**config.mk**
```make
export PLATFORM = sky130hd
export DESIGN_NAME = crm_top
export DESIGN_NICKNAME = d
export VERILOG_FILES = /design/src/design/crm_pkg.sv /design/src/design/crm_nmi_gate.sv /design/src/design/crm_id_query.sv /design/src/design/crm_top.sv
export SDC_FILE = /design/constraint.sdc
export NUM_CORES = 1
export LEC_CHECK = 0
export BUFFER_PORTS_ARGS = -buffer_cell sky130_fd_sc_hd__buf_2
export CAP_MARGIN = 20
export CORE_AREA = 2 2 147 149
export CTS_CLUSTER_SIZE = 10
export DETAILED_ROUTE_END_ITERATION = 8
export DIE_AREA = 0 0 149 151
export PLACE_DENSITY_LB_ADDON = 0.2
export RECOVER_POWER = 50
export REMOVE_ABC_BUFFERS = 1
export SYNTH_ARGS = -nofsm -noshare
export SYNTH_HDL_FRONTEND = slang
export SYNTH_SLANG_ARGS = --single-unit
```
**constraint.sdc**
```tcl
create_clock -name REF_CLK_IN -period 2.45 [get_ports REF_CLK_IN]
set_input_delay 0.6125 -clock REF_CLK_IN [delete_from_list [all_inputs] [get_ports REF_CLK_IN]]
set_output_delay 0.6125 -clock REF_CLK_IN [all_outputs]
set_load 0.05 [all_outputs]
```
**src/design/crm_pkg.sv**
```systemverilog
// crm_pkg: constants for the reset-mode and init control block
// assumes a 32-bit core datapath and a single core clock
package crm_pkg;

  // ****************************************
  // reset values and widths
  // ****************************************
  localparam int unsigned CRM_XLEN = 32;
  localparam logic [31:0] CRM_RESET_FETCH_ADDR = 32'h0FFF_FFF0;
  localparam logic [31:0] CRM_VEC_BASE_RST = 32'h0000_0000;
  localparam logic [15:0] CRM_VEC_LIMIT_RST = 16'h03FF;
  localparam logic [31:0] CRM_DESC_BASE_RST = 32'h0000_0000;
  localparam logic [15:0] CRM_DESC_LIMIT_RST = 16'hFFFF;
  localparam logic [31:0] CRM_REAL_ADDR_MASK = 32'h000F_FFFF;
  localparam logic [31:0] CRM_CR_RST = 32'h0000_0000;

  // ****************************************
  // control register bit positions
  // ****************************************
  localparam int unsigned CRM_CR0_PROTECT_BIT = 0;
  localparam int unsigned CRM_CR0_PAGING_BIT = 31;
  localparam int unsigned CRM_CR4_PSE_BIT = 4;
  localparam int unsigned CRM_CR4_STATE_SAVE_BIT = 9;
  localparam int unsigned CRM_CR4_SIMD_EXC_BIT = 10;

  // ****************************************
  // identification query
  // ****************************************
  localparam logic [31:0] CRM_ID_LEAF_FEATURES = 32'h0000_0001;
  localparam int unsigned CRM_FEAT_FLUSH_BIT = 19;
  localparam int unsigned CRM_FEAT_STATE_SAVE_BIT = 24;
  localparam int unsigned CRM_FEAT_SIMD1_BIT = 25;
  localparam int unsigned CRM_FEAT_SIMD2_BIT = 26;
  localparam int unsigned CRM_FEAT_PSE_BIT = 3;

  // ****************************************
  // operation codes
  // ****************************************
  typedef enum logic [2:0] {
    CRM_OP_NONE = 3'h0,
    CRM_OP_WR_CR0 = 3'h1,
    CRM_OP_WR_CR4 = 3'h2,
    CRM_OP_LOAD_VEC = 3'h3,
    CRM_OP_LOAD_DESC = 3'h4,
    CRM_OP_ID_QUERY = 3'h5
  } crm_op_t;

  // ****************************************
  // translation
  // ****************************************
  localparam int unsigned CRM_BIG_PAGE_SHIFT = 22;

endpackage : crm_pkg

```
**src/design/crm_nmi_gate.sv**
```systemverilog
// crm_nmi_gate: nonmaskable interrupt acceptance with nesting hold-off
// assumes the raw request is an asynchronous pin, active high after gating
`timescale 1ns/1ps
`default_nettype none
module crm_nmi_gate (
  // clock and reset
  input wire logic clk_in,
  input wire logic rst_n_in,
  // request and service
  input wire logic nmi_pin_in,
  input wire logic nmi_done_in,
  output logic nmi_take_out,
  output logic nmi_busy_out
);
  import crm_pkg::*;

  logic sync1_r;
  logic sync2_r;
  logic prev_r;
  logic busy_r;
  logic busy_nxt;
  logic rise;

  // ****************************************
  // synchroniser and edge
  // ****************************************
  always_ff @(posedge clk_in or negedge rst_n_in) begin
    if (!rst_n_in) begin
      sync1_r <= 1'b0;
      sync2_r <= 1'b0;
      prev_r <= 1'b0;
      busy_r <= 1'b0;
    end else begin
      sync1_r <= nmi_pin_in;
      sync2_r <= sync1_r;
      prev_r <= sync2_r;
      busy_r <= busy_nxt;
    end
  end

  assign rise = sync2_r & ~prev_r;

  always_comb begin
    busy_nxt = busy_r;
    nmi_take_out = rise & ~busy_r;
    if (nmi_take_out) begin
      busy_nxt = 1'b1;
    end else if (nmi_done_in) begin
      busy_nxt = 1'b0;
    end
  end

  assign nmi_busy_out = busy_r;

  a_nmi_nest_block: assert property (
    @(posedge clk_in) disable iff (!rst_n_in)
    busy_r |-> !nmi_take_out)
    else $error("nmi accepted while one in service");

endmodule : crm_nmi_gate
`default_nettype wire

```
**src/design/crm_id_query.sv**
```systemverilog
// crm_id_query: feature flag answer for the identification query
// assumes the leaf value arrives with a same-clock strobe
`timescale 1ns/1ps
`default_nettype none
module crm_id_query (
  // clock and reset
  input wire logic clk_in,
  input wire logic rst_n_in,
  // query
  input wire logic query_in,
  input wire logic [31:0] leaf_in,
  output logic [31:0] data_out,
  output logic valid_out
);
  import crm_pkg::*;

  logic [31:0] data_r;
  logic [31:0] data_nxt;
  logic valid_r;
  logic valid_nxt;

  function automatic logic [31:0] feat_word();
    logic [31:0] w;
    w = 32'h0000_0000;
    w[CRM_FEAT_PSE_BIT] = 1'b1;
    w[CRM_FEAT_FLUSH_BIT] = 1'b1;
    w[CRM_FEAT_STATE_SAVE_BIT] = 1'b1;
    w[CRM_FEAT_SIMD1_BIT] = 1'b1;
    w[CRM_FEAT_SIMD2_BIT] = 1'b1;
    return w;
  endfunction : feat_word

  always_comb begin
    valid_nxt = query_in;
    data_nxt = data_r;
    if (query_in) begin
      data_nxt = (leaf_in == CRM_ID_LEAF_FEATURES) ? feat_word() : 32'h0;
    end
  end

  always_ff @(posedge clk_in or negedge rst_n_in) begin
    if (!rst_n_in) begin
      data_r <= 32'h0000_0000;
      valid_r <= 1'b0;
    end else begin
      data_r <= data_nxt;
      valid_r <= valid_nxt;
    end
  end

  assign data_out = data_r;
  assign valid_out = valid_r;

  a_id_leaf_one: assert property (
    @(posedge clk_in) disable iff (!rst_n_in)
    query_in && leaf_in == 32'h1 |=> valid_r && data_r[19] && data_r[26:24] == 3'h7)
    else $error("feature flags missing for leaf one");

endmodule : crm_id_query
`default_nettype wire

```
**src/design/crm_top.sv**
```systemverilog
// crm_top: reset mode, control registers, table bases, nmi, id query
// assumes an execution core issues one system operation per cycle
// Function
// - reset enters real mode, first fetch at FFFFFF0H
// - feature word: bit 25 simd, 26 simd2, 24 state save ops
// - query with accumulator one returns flags, bit 19 cache line flush
// - control four bit 9: os saves simd state
// - control four bit 10: os handles simd fp exceptions
// - vector table base resets to zero, replaced by load op
// - real mode addresses limited to one megabyte
// - nmi always accepted except while one in service
// - setting protect bit 0 of control zero enters protected mode
// - descriptor table base and limit loaded by load op
// - vector table base and limit loaded by load op
// - with 4 MByte pages only a directory translates
// - reset clears paging enable in control zero
`timescale 1ns/1ps
`default_nettype none
module crm_top (
  // clock and reset
  input wire logic REF_CLK_IN,
  input wire logic RST_N_IN,
  // system operation port
  input wire crm_pkg::crm_op_t OP_IN,
  input wire logic [31:0] OP_DATA_IN,
  input wire logic [15:0] OP_LIMIT_IN,
  // identification answer
  output logic [31:0] ID_DATA_OUT,
  output logic ID_VALID_OUT,
  // control state
  output logic [31:0] CR0_OUT,
  output logic [31:0] CR4_OUT,
  output logic PROTECT_ENABLE_OUT,
  output logic PAGING_ENABLE_OUT,
  output logic OS_STATE_SAVE_SUPPORT_OUT,
  output logic OS_SIMD_EXC_SUPPORT_OUT,
  // table registers
  output logic [31:0] VEC_BASE_OUT,
  output logic [15:0] VEC_LIMIT_OUT,
  output logic [31:0] DESC_BASE_OUT,
  output logic [15:0] DESC_LIMIT_OUT,
  // fetch and translation
  output logic [31:0] FETCH_ADDR_OUT,
  input wire logic [31:0] LIN_ADDR_IN,
  input wire logic [31:0] DIR_ENTRY_IN,
  output logic [31:0] PHYS_ADDR_OUT,
  output logic BIG_PAGE_OUT,
  // nmi
  input wire logic NMI_IN,
  input wire logic NMI_DONE_IN,
  output logic NMI_TAKE_OUT,
  output logic NMI_BUSY_OUT
);
  import crm_pkg::*;

  logic [31:0] cr0_r;
  logic [31:0] cr0_nxt;
  logic [31:0] cr4_r;
  logic [31:0] cr4_nxt;
  logic [31:0] vec_base_r;
  logic [31:0] vec_base_nxt;
  logic [15:0] vec_lim_r;
  logic [15:0] vec_lim_nxt;
  logic [31:0] desc_base_r;
  logic [31:0] desc_base_nxt;
  logic [15:0] desc_lim_r;
  logic [15:0] desc_lim_nxt;
  logic [31:0] phys_r;
  logic [31:0] phys_nxt;
  logic big_r;
  logic big_nxt;

  // ****************************************
  // control registers
  // ****************************************
  // paging only legal together with protection
  function automatic logic [31:0] cr0_fix(input logic [31:0] v);
    logic [31:0] w;
    w = v;
    if (!v[CRM_CR0_PROTECT_BIT]) begin
      w[CRM_CR0_PAGING_BIT] = 1'b0;
    end
    return w;
  endfunction : cr0_fix

  always_comb begin
    cr0_nxt = cr0_r;
    cr4_nxt = cr4_r;
    vec_base_nxt = vec_base_r;
    vec_lim_nxt = vec_lim_r;
    desc_base_nxt = desc_base_r;
    desc_lim_nxt = desc_lim_r;
    case (OP_IN)
      CRM_OP_WR_CR0: begin
        cr0_nxt = cr0_fix(OP_DATA_IN);
      end
      CRM_OP_WR_CR4: begin
        cr4_nxt = OP_DATA_IN;
      end
      CRM_OP_LOAD_VEC: begin
        vec_base_nxt = OP_DATA_IN;
        vec_lim_nxt = OP_LIMIT_IN;
      end
      CRM_OP_LOAD_DESC: begin
        desc_base_nxt = OP_DATA_IN;
        desc_lim_nxt = OP_LIMIT_IN;
      end
      default: begin
      end
    endcase
  end

  always_ff @(posedge REF_CLK_IN or negedge RST_N_IN) begin
    if (!RST_N_IN) begin
      cr0_r <= CRM_CR_RST;
      cr4_r <= CRM_CR_RST;
      vec_base_r <= CRM_VEC_BASE_RST;
      vec_lim_r <= CRM_VEC_LIMIT_RST;
      desc_base_r <= CRM_DESC_BASE_RST;
      desc_lim_r <= CRM_DESC_LIMIT_RST;
    end else begin
      cr0_r <= cr0_nxt;
      cr4_r <= cr4_nxt;
      vec_base_r <= vec_base_nxt;
      vec_lim_r <= vec_lim_nxt;
      desc_base_r <= desc_base_nxt;
      desc_lim_r <= desc_lim_nxt;
    end
  end

  // ****************************************
  // address translation
  // ****************************************
  always_comb begin
    phys_nxt = LIN_ADDR_IN;
    big_nxt = 1'b0;
    if (!cr0_r[CRM_CR0_PROTECT_BIT]) begin
      phys_nxt = LIN_ADDR_IN & CRM_REAL_ADDR_MASK;
    end else if (cr0_r[CRM_CR0_PAGING_BIT] && cr4_r[CRM_CR4_PSE_BIT]) begin
      big_nxt = 1'b1;
      phys_nxt = {DIR_ENTRY_IN[31:CRM_BIG_PAGE_SHIFT],
                  LIN_ADDR_IN[CRM_BIG_PAGE_SHIFT-1:0]};
    end
  end

  always_ff @(posedge REF_CLK_IN or negedge RST_N_IN) begin
    if (!RST_N_IN) begin
      phys_r <= 32'h0000_0000;
      big_r <= 1'b0;
    end else begin
      phys_r <= phys_nxt;
      big_r <= big_nxt;
    end
  end

  // ****************************************
  // outputs
  // ****************************************
  assign CR0_OUT = cr0_r;
  assign CR4_OUT = cr4_r;
  assign PROTECT_ENABLE_OUT = cr0_r[CRM_CR0_PROTECT_BIT];
  assign PAGING_ENABLE_OUT = cr0_r[CRM_CR0_PAGING_BIT];
  assign OS_STATE_SAVE_SUPPORT_OUT = cr4_r[CRM_CR4_STATE_SAVE_BIT];
  assign OS_SIMD_EXC_SUPPORT_OUT = cr4_r[CRM_CR4_SIMD_EXC_BIT];
  assign VEC_BASE_OUT = vec_base_r;
  assign VEC_LIMIT_OUT = vec_lim_r;
  assign DESC_BASE_OUT = desc_base_r;
  assign DESC_LIMIT_OUT = desc_lim_r;
  assign FETCH_ADDR_OUT = CRM_RESET_FETCH_ADDR;
  assign PHYS_ADDR_OUT = phys_r;
  assign BIG_PAGE_OUT = big_r;

  // ****************************************
  // submodules
  // ****************************************
  // external gate is board side; pin taken as given
  crm_nmi_gate u_nmi (
    .clk_in(REF_CLK_IN),
    .rst_n_in(RST_N_IN),
    .nmi_pin_in(NMI_IN),
    .nmi_done_in(NMI_DONE_IN),
    .nmi_take_out(NMI_TAKE_OUT),
    .nmi_busy_out(NMI_BUSY_OUT)
  );

  crm_id_query u_id (
    .clk_in(REF_CLK_IN),
    .rst_n_in(RST_N_IN),
    .query_in(OP_IN == CRM_OP_ID_QUERY),
    .leaf_in(OP_DATA_IN),
    .data_out(ID_DATA_OUT),
    .valid_out(ID_VALID_OUT)
  );

  // ****************************************
  // checks
  // ****************************************
  a_reset_real_mode: assert property (
    @(posedge REF_CLK_IN) $rose(RST_N_IN) |-> !cr0_r[0] && !cr0_r[31])
    else $error("not in real mode after reset");

  a_protect_entry: assert property (
    @(posedge REF_CLK_IN) disable iff (!RST_N_IN)
    OP_IN == CRM_OP_WR_CR0 && OP_DATA_IN[0] |=> PROTECT_ENABLE_OUT)
    else $error("protect bit write did not enter protected mode");

  a_state_save_flag: assert property (
    @(posedge REF_CLK_IN) disable iff (!RST_N_IN)
    OP_IN == CRM_OP_WR_CR4 |=>
      OS_STATE_SAVE_SUPPORT_OUT == $past(OP_DATA_IN[9]))
    else $error("state save flag not taken from bit 9");

  a_simd_exc_flag: assert property (
    @(posedge REF_CLK_IN) disable iff (!RST_N_IN)
    OP_IN == CRM_OP_WR_CR4 |=>
      OS_SIMD_EXC_SUPPORT_OUT == $past(OP_DATA_IN[10]))
    else $error("simd exception flag not taken from bit 10");

  a_vec_load: assert property (
    @(posedge REF_CLK_IN) disable iff (!RST_N_IN)
    OP_IN == CRM_OP_LOAD_VEC |=> VEC_BASE_OUT == $past(OP_DATA_IN) &&
      VEC_LIMIT_OUT == $past(OP_LIMIT_IN))
    else $error("vector table load lost");

  a_desc_load: assert property (
    @(posedge REF_CLK_IN) disable iff (!RST_N_IN)
    OP_IN == CRM_OP_LOAD_DESC |=> DESC_BASE_OUT == $past(OP_DATA_IN) &&
      DESC_LIMIT_OUT == $past(OP_LIMIT_IN))
    else $error("descriptor table load lost");

  a_vec_reset_zero: assert property (
    @(posedge REF_CLK_IN) $rose(RST_N_IN) |-> VEC_BASE_OUT == 32'h0)
    else $error("vector base not zero after reset");

  a_os_flags_reset: assert property (
    @(posedge REF_CLK_IN) $rose(RST_N_IN) |->
      !OS_STATE_SAVE_SUPPORT_OUT && !OS_SIMD_EXC_SUPPORT_OUT)
    else $error("os support flags set after reset");

  a_real_window: assert property (
    @(posedge REF_CLK_IN) disable iff (!RST_N_IN)
    !PROTECT_ENABLE_OUT ##1 !PROTECT_ENABLE_OUT |-> PHYS_ADDR_OUT[31:20] == 12'h0)
    else $error("real mode address beyond one megabyte");

  // ****************************************
  // further checks
  // ****************************************
  // paging never without protection
  a_paging_needs_pe: assert property (
    @(posedge REF_CLK_IN) disable iff (!RST_N_IN)
    PAGING_ENABLE_OUT |-> PROTECT_ENABLE_OUT)
    else $error("paging on while protection off");

  a_paging_reset_off: assert property (
    @(posedge REF_CLK_IN) $rose(RST_N_IN) |-> !PAGING_ENABLE_OUT)
    else $error("paging on after reset");

  a_big_page_flag: assert property (
    @(posedge REF_CLK_IN) disable iff (!RST_N_IN)
    PROTECT_ENABLE_OUT && PAGING_ENABLE_OUT && CR4_OUT[4] |=> BIG_PAGE_OUT)
    else $error("big page translation not flagged");

  a_big_page_addr: assert property (
    @(posedge REF_CLK_IN) disable iff (!RST_N_IN)
    PROTECT_ENABLE_OUT && PAGING_ENABLE_OUT && CR4_OUT[4] |=>
      PHYS_ADDR_OUT[31:22] == $past(DIR_ENTRY_IN[31:22]) &&
      PHYS_ADDR_OUT[21:0] == $past(LIN_ADDR_IN[21:0]))
    else $error("big page address wrong");

  a_nmi_take_busy: assert property (
    @(posedge REF_CLK_IN) disable iff (!RST_N_IN)
    NMI_TAKE_OUT |=> NMI_BUSY_OUT)
    else $error("nmi taken but not in service");

  a_vec_limit_reset: assert property (
    @(posedge REF_CLK_IN) $rose(RST_N_IN) |-> VEC_LIMIT_OUT == 16'h03FF)
    else $error("vector limit not at default after reset");

  a_desc_reset: assert property (
    @(posedge REF_CLK_IN) $rose(RST_N_IN) |->
      DESC_BASE_OUT == 32'h0 && DESC_LIMIT_OUT == 16'hFFFF)
    else $error("descriptor table not at default after reset");

  a_id_valid_pulse: assert property (
    @(posedge REF_CLK_IN) disable iff (!RST_N_IN)
    OP_IN == CRM_OP_ID_QUERY |=> ID_VALID_OUT)
    else $error("query not answered");

  a_id_valid_idle: assert property (
    @(posedge REF_CLK_IN) disable iff (!RST_N_IN)
    OP_IN != CRM_OP_ID_QUERY |=> !ID_VALID_OUT)
    else $error("answer without query");

endmodule : crm_top
`default_nettype wire

```
==> out/qor.yml <==
run_status:
  status: "finished, violations left"
  violations: "capacitance limit, slew limit"
clock_network:
  clk_latency_ns: 0.43
  clock_sinks: 199
  cts.path.max_buffers: 2
  post_cts_buffers: 0
  clkTransAtPathRegs_ns: 0.08
  cts_tree: "yes"
  cts-root-buf: "clkbuf_16"
  cts_made_buffers: 17
  cts_resized: 0
  postCtsHoldBufs: 0
  htree_levels: 4
detailed_routing:
  drt_iter0_markers: 101
  remaining_drc_errors: 0
  wl_per_cell_um: 17.4
  via_per_inst: 4.51
  wirelength_um: 19100
  dr.pass1.iters: 3
  final_antenna_net_count: 0
  vias: 4950
finish:
  final_area_sq_um: 9970
  seq_area_sq_um: 5010
  final_common_cell: "buf_2"
  final_cell_mix: "buf_2, dfrtp_1, mux2_2"
  diodes: 0
  layout-drive-gt1-share_pct: 63.7
  final_core_utilization_pct: 47.9
  multi_input_area_sq_um: 2340
  synthToLayoutAreaGrowth_pct: 28.5
  nNetsFinal: 929
  nFillCells: 1931
global_routing:
  grt_max_degree: 76
  grt_pass1_wl_um: 28800
  antenna_found_initial: 0
  track_usage_pct: 17.0
  grt_overflow: 0
  grt_pass1_vias: 5170
placement:
  gp_congestion: 0.767
  dp_hpwl_um: 14100
  numPortBuffers: 301
  placed_area_sq_um: 9400
power_and_ir_drop:
  leakage_nw: 4.88
  irDropWorstVdd_mv: 0.483
  p_per_area_nw_per_um2: 1090
  power.total_mw: 10.8
worst_setup_path:
  critical_path_class: "in -> reg"
  cp-end-kind: "flop"
  slowest_stage: "clkbuf_1"
  worst_ep_arrival_time_ns: 2.40
  r2r_cells: 3
  crit_top_cell: "clkbuf_1"
  cp_max_fo: 18
  max_stage_delay_ns: 0.98
  crit_required_ns: 2.76
  cp_cell_sequence: "clkbuf_1 > nor3b_4 > clkbuf_1 > mux2_2"
  critPathLaunchType: "primary input"
yosys:
  synth-edff-count: 0
  postSynthCellCount: 504
  yosys_warnings: 0
  ys_seq_elements: 199
  synth_top_area_share_pct: 55.8
  synthTopCellsByArea: "dfrtp_1, mux2_2, dfstp_2"
  synth-main-ff-cell: "dfrtp_1"
  netlist_area_sq_um: 7760
  synth_cell_type_count: 23
  synth_area_per_cell_sq_um: 15.4
  ys_seq_area_share_pct: 64.6
  yosysTopAreaCell: "dfrtp_1"
  ys_async_sr_fraction_pct: 100
sta:
  fmax_ghz: 0.477
  slew_viol_final: 74
  finalHoldViolCount: 0
  tightest_slew_ns: 1.96
  setup_viol: 0
  fin_crit_sh_pct: 85.5
  maxSlewHeadroom_pct: -31.0
  layout_min_cycle_time_ns: 2.09
  rsz0062_at_grt: "false"
  finalClockSkew_ns: 0.00777
die:
  fp.dieW_um: 149
  core-area_sq_um: 20800
  fp.dieArea_sq_um: 22500
  start_util_pct: 37.3
  num_rows: 53
  pin_count: 383
  die_h_um: 151
run:
  cap_viol_max_count: 1
hold_path:
  hold_class: "in -> reg"
  whs_path_depth: 1
## Yosys cell counts (2+ instances only)
cell	n
a21boi_0	10
and2_1	3
buf_2	11
buf_4	72
clkbuf_1	2
conb_1	2
dfrtp_1	173
dfstp_2	26
inv_1	3
mux2_1	2
mux2_2	157
nand2_1	22
nand3b_1	2
nand4_1	2
nor3b_2	3
nor4_1	7
## logic make-up after synthesis
logic type / after synthesis / synth area share, %
AO/OA/AOI/OAI: 13 / 1.23
other: 2 / 0.0968
AND/OR/NAND/NOR: 43 / 3.06
buffers and inverters: 88 / 7.92
multiplexers: 159 / 23.1
flip-flops: 199 / 64.6
## path summary, 6_finish.rpt
check,startpoint,end,slack (ns)
max in group asynchronous,RST_N_IN,PHYS_ADDR_OUT[23],0.52
hold / removal,LIN_ADDR_IN[9],PHYS_ADDR_OUT[9],0.28
min in group asynchronous,RST_N_IN,CR0_OUT[22],0.71
setup / recovery,OP_IN[1],CR0_OUT[3],0.36
setup reg to reg,CR0_OUT[31],PHYS_ADDR_OUT[31],1.14
hold reg to reg,u_nmi.sync1_r,u_nmi.sync2_r,0.36
## through the flow
stage | hold WS (ns) | setup slack [ns] | TNS (ns) | instances
2_1_floorplan | 0.317 | -0.624 | -34.68 | 476
3_3_place_gp | 0.335 | 0.554 | 0 | 1066
3_5_place_dp | 0.343 | 0.495 | 0 | 1066
4_1_cts | 0.207 | 0.417 | 0 | 1098
5_1_grt | 0.238 | 0.204 | 0 | 1098
6_report | 0.278 | 0.355 | 0 | 1098
## power by group
group	internal, mW	switching [mW]	total (mW)
combinational	0.865	2.85	3.71
clock	1.52	1.44	2.96
sequential	3.89	0.274	4.16
total	6.27	4.56	10.8
## per-layer routing
layer / share of wire (%) / vias up / wire length, um / GRT usage, %
met1: 39 / 2496 / 7380 / 20.1
met5: 0 / - / 0 / 0
met2: 52 / 225 / 9900 / 29.7
li1: - / 2217 / - / -
met4: 0.94 / 0 / 180 / 4.14
met3: 8.4 / 12 / 1600 / 5.96
## flip-flops by register name, summed over array words and instances, names as in the netlist
register and cells:
CR0_OUT 32, CR4_OUT 32, DESC_BASE_OUT 32, PHYS_ADDR_OUT 32
VEC_BASE_OUT 32, DESC_LIMIT_OUT 16, VEC_LIMIT_OUT 16, BIG_PAGE_OUT 1
u_id.data_out 1, u_id.valid_out 1, u_nmi.nmi_busy_out 1, u_nmi.prev_r 1
u_nmi.sync1_r 1, u_nmi.sync2_r 1
## worst max-delay path: cells and delay by family
family                 cells  cell delay, ns
buffers and inverters      2            1.12
multiplexers               1            0.43
AND/OR/NAND/NOR            1            0.23
## final cells by class
type | count | area share [%]
clock inverter | 15 | 2.13
sequential | 199 | 50.3
tap | 275 | 3.45
inverter | 3 | 0.113
clock buffer | 17 | 4.27
timing repair buffer | 315 | 16.3
multi-input combinational | 274 | 23.5
(Power assumes the default switching activity.)
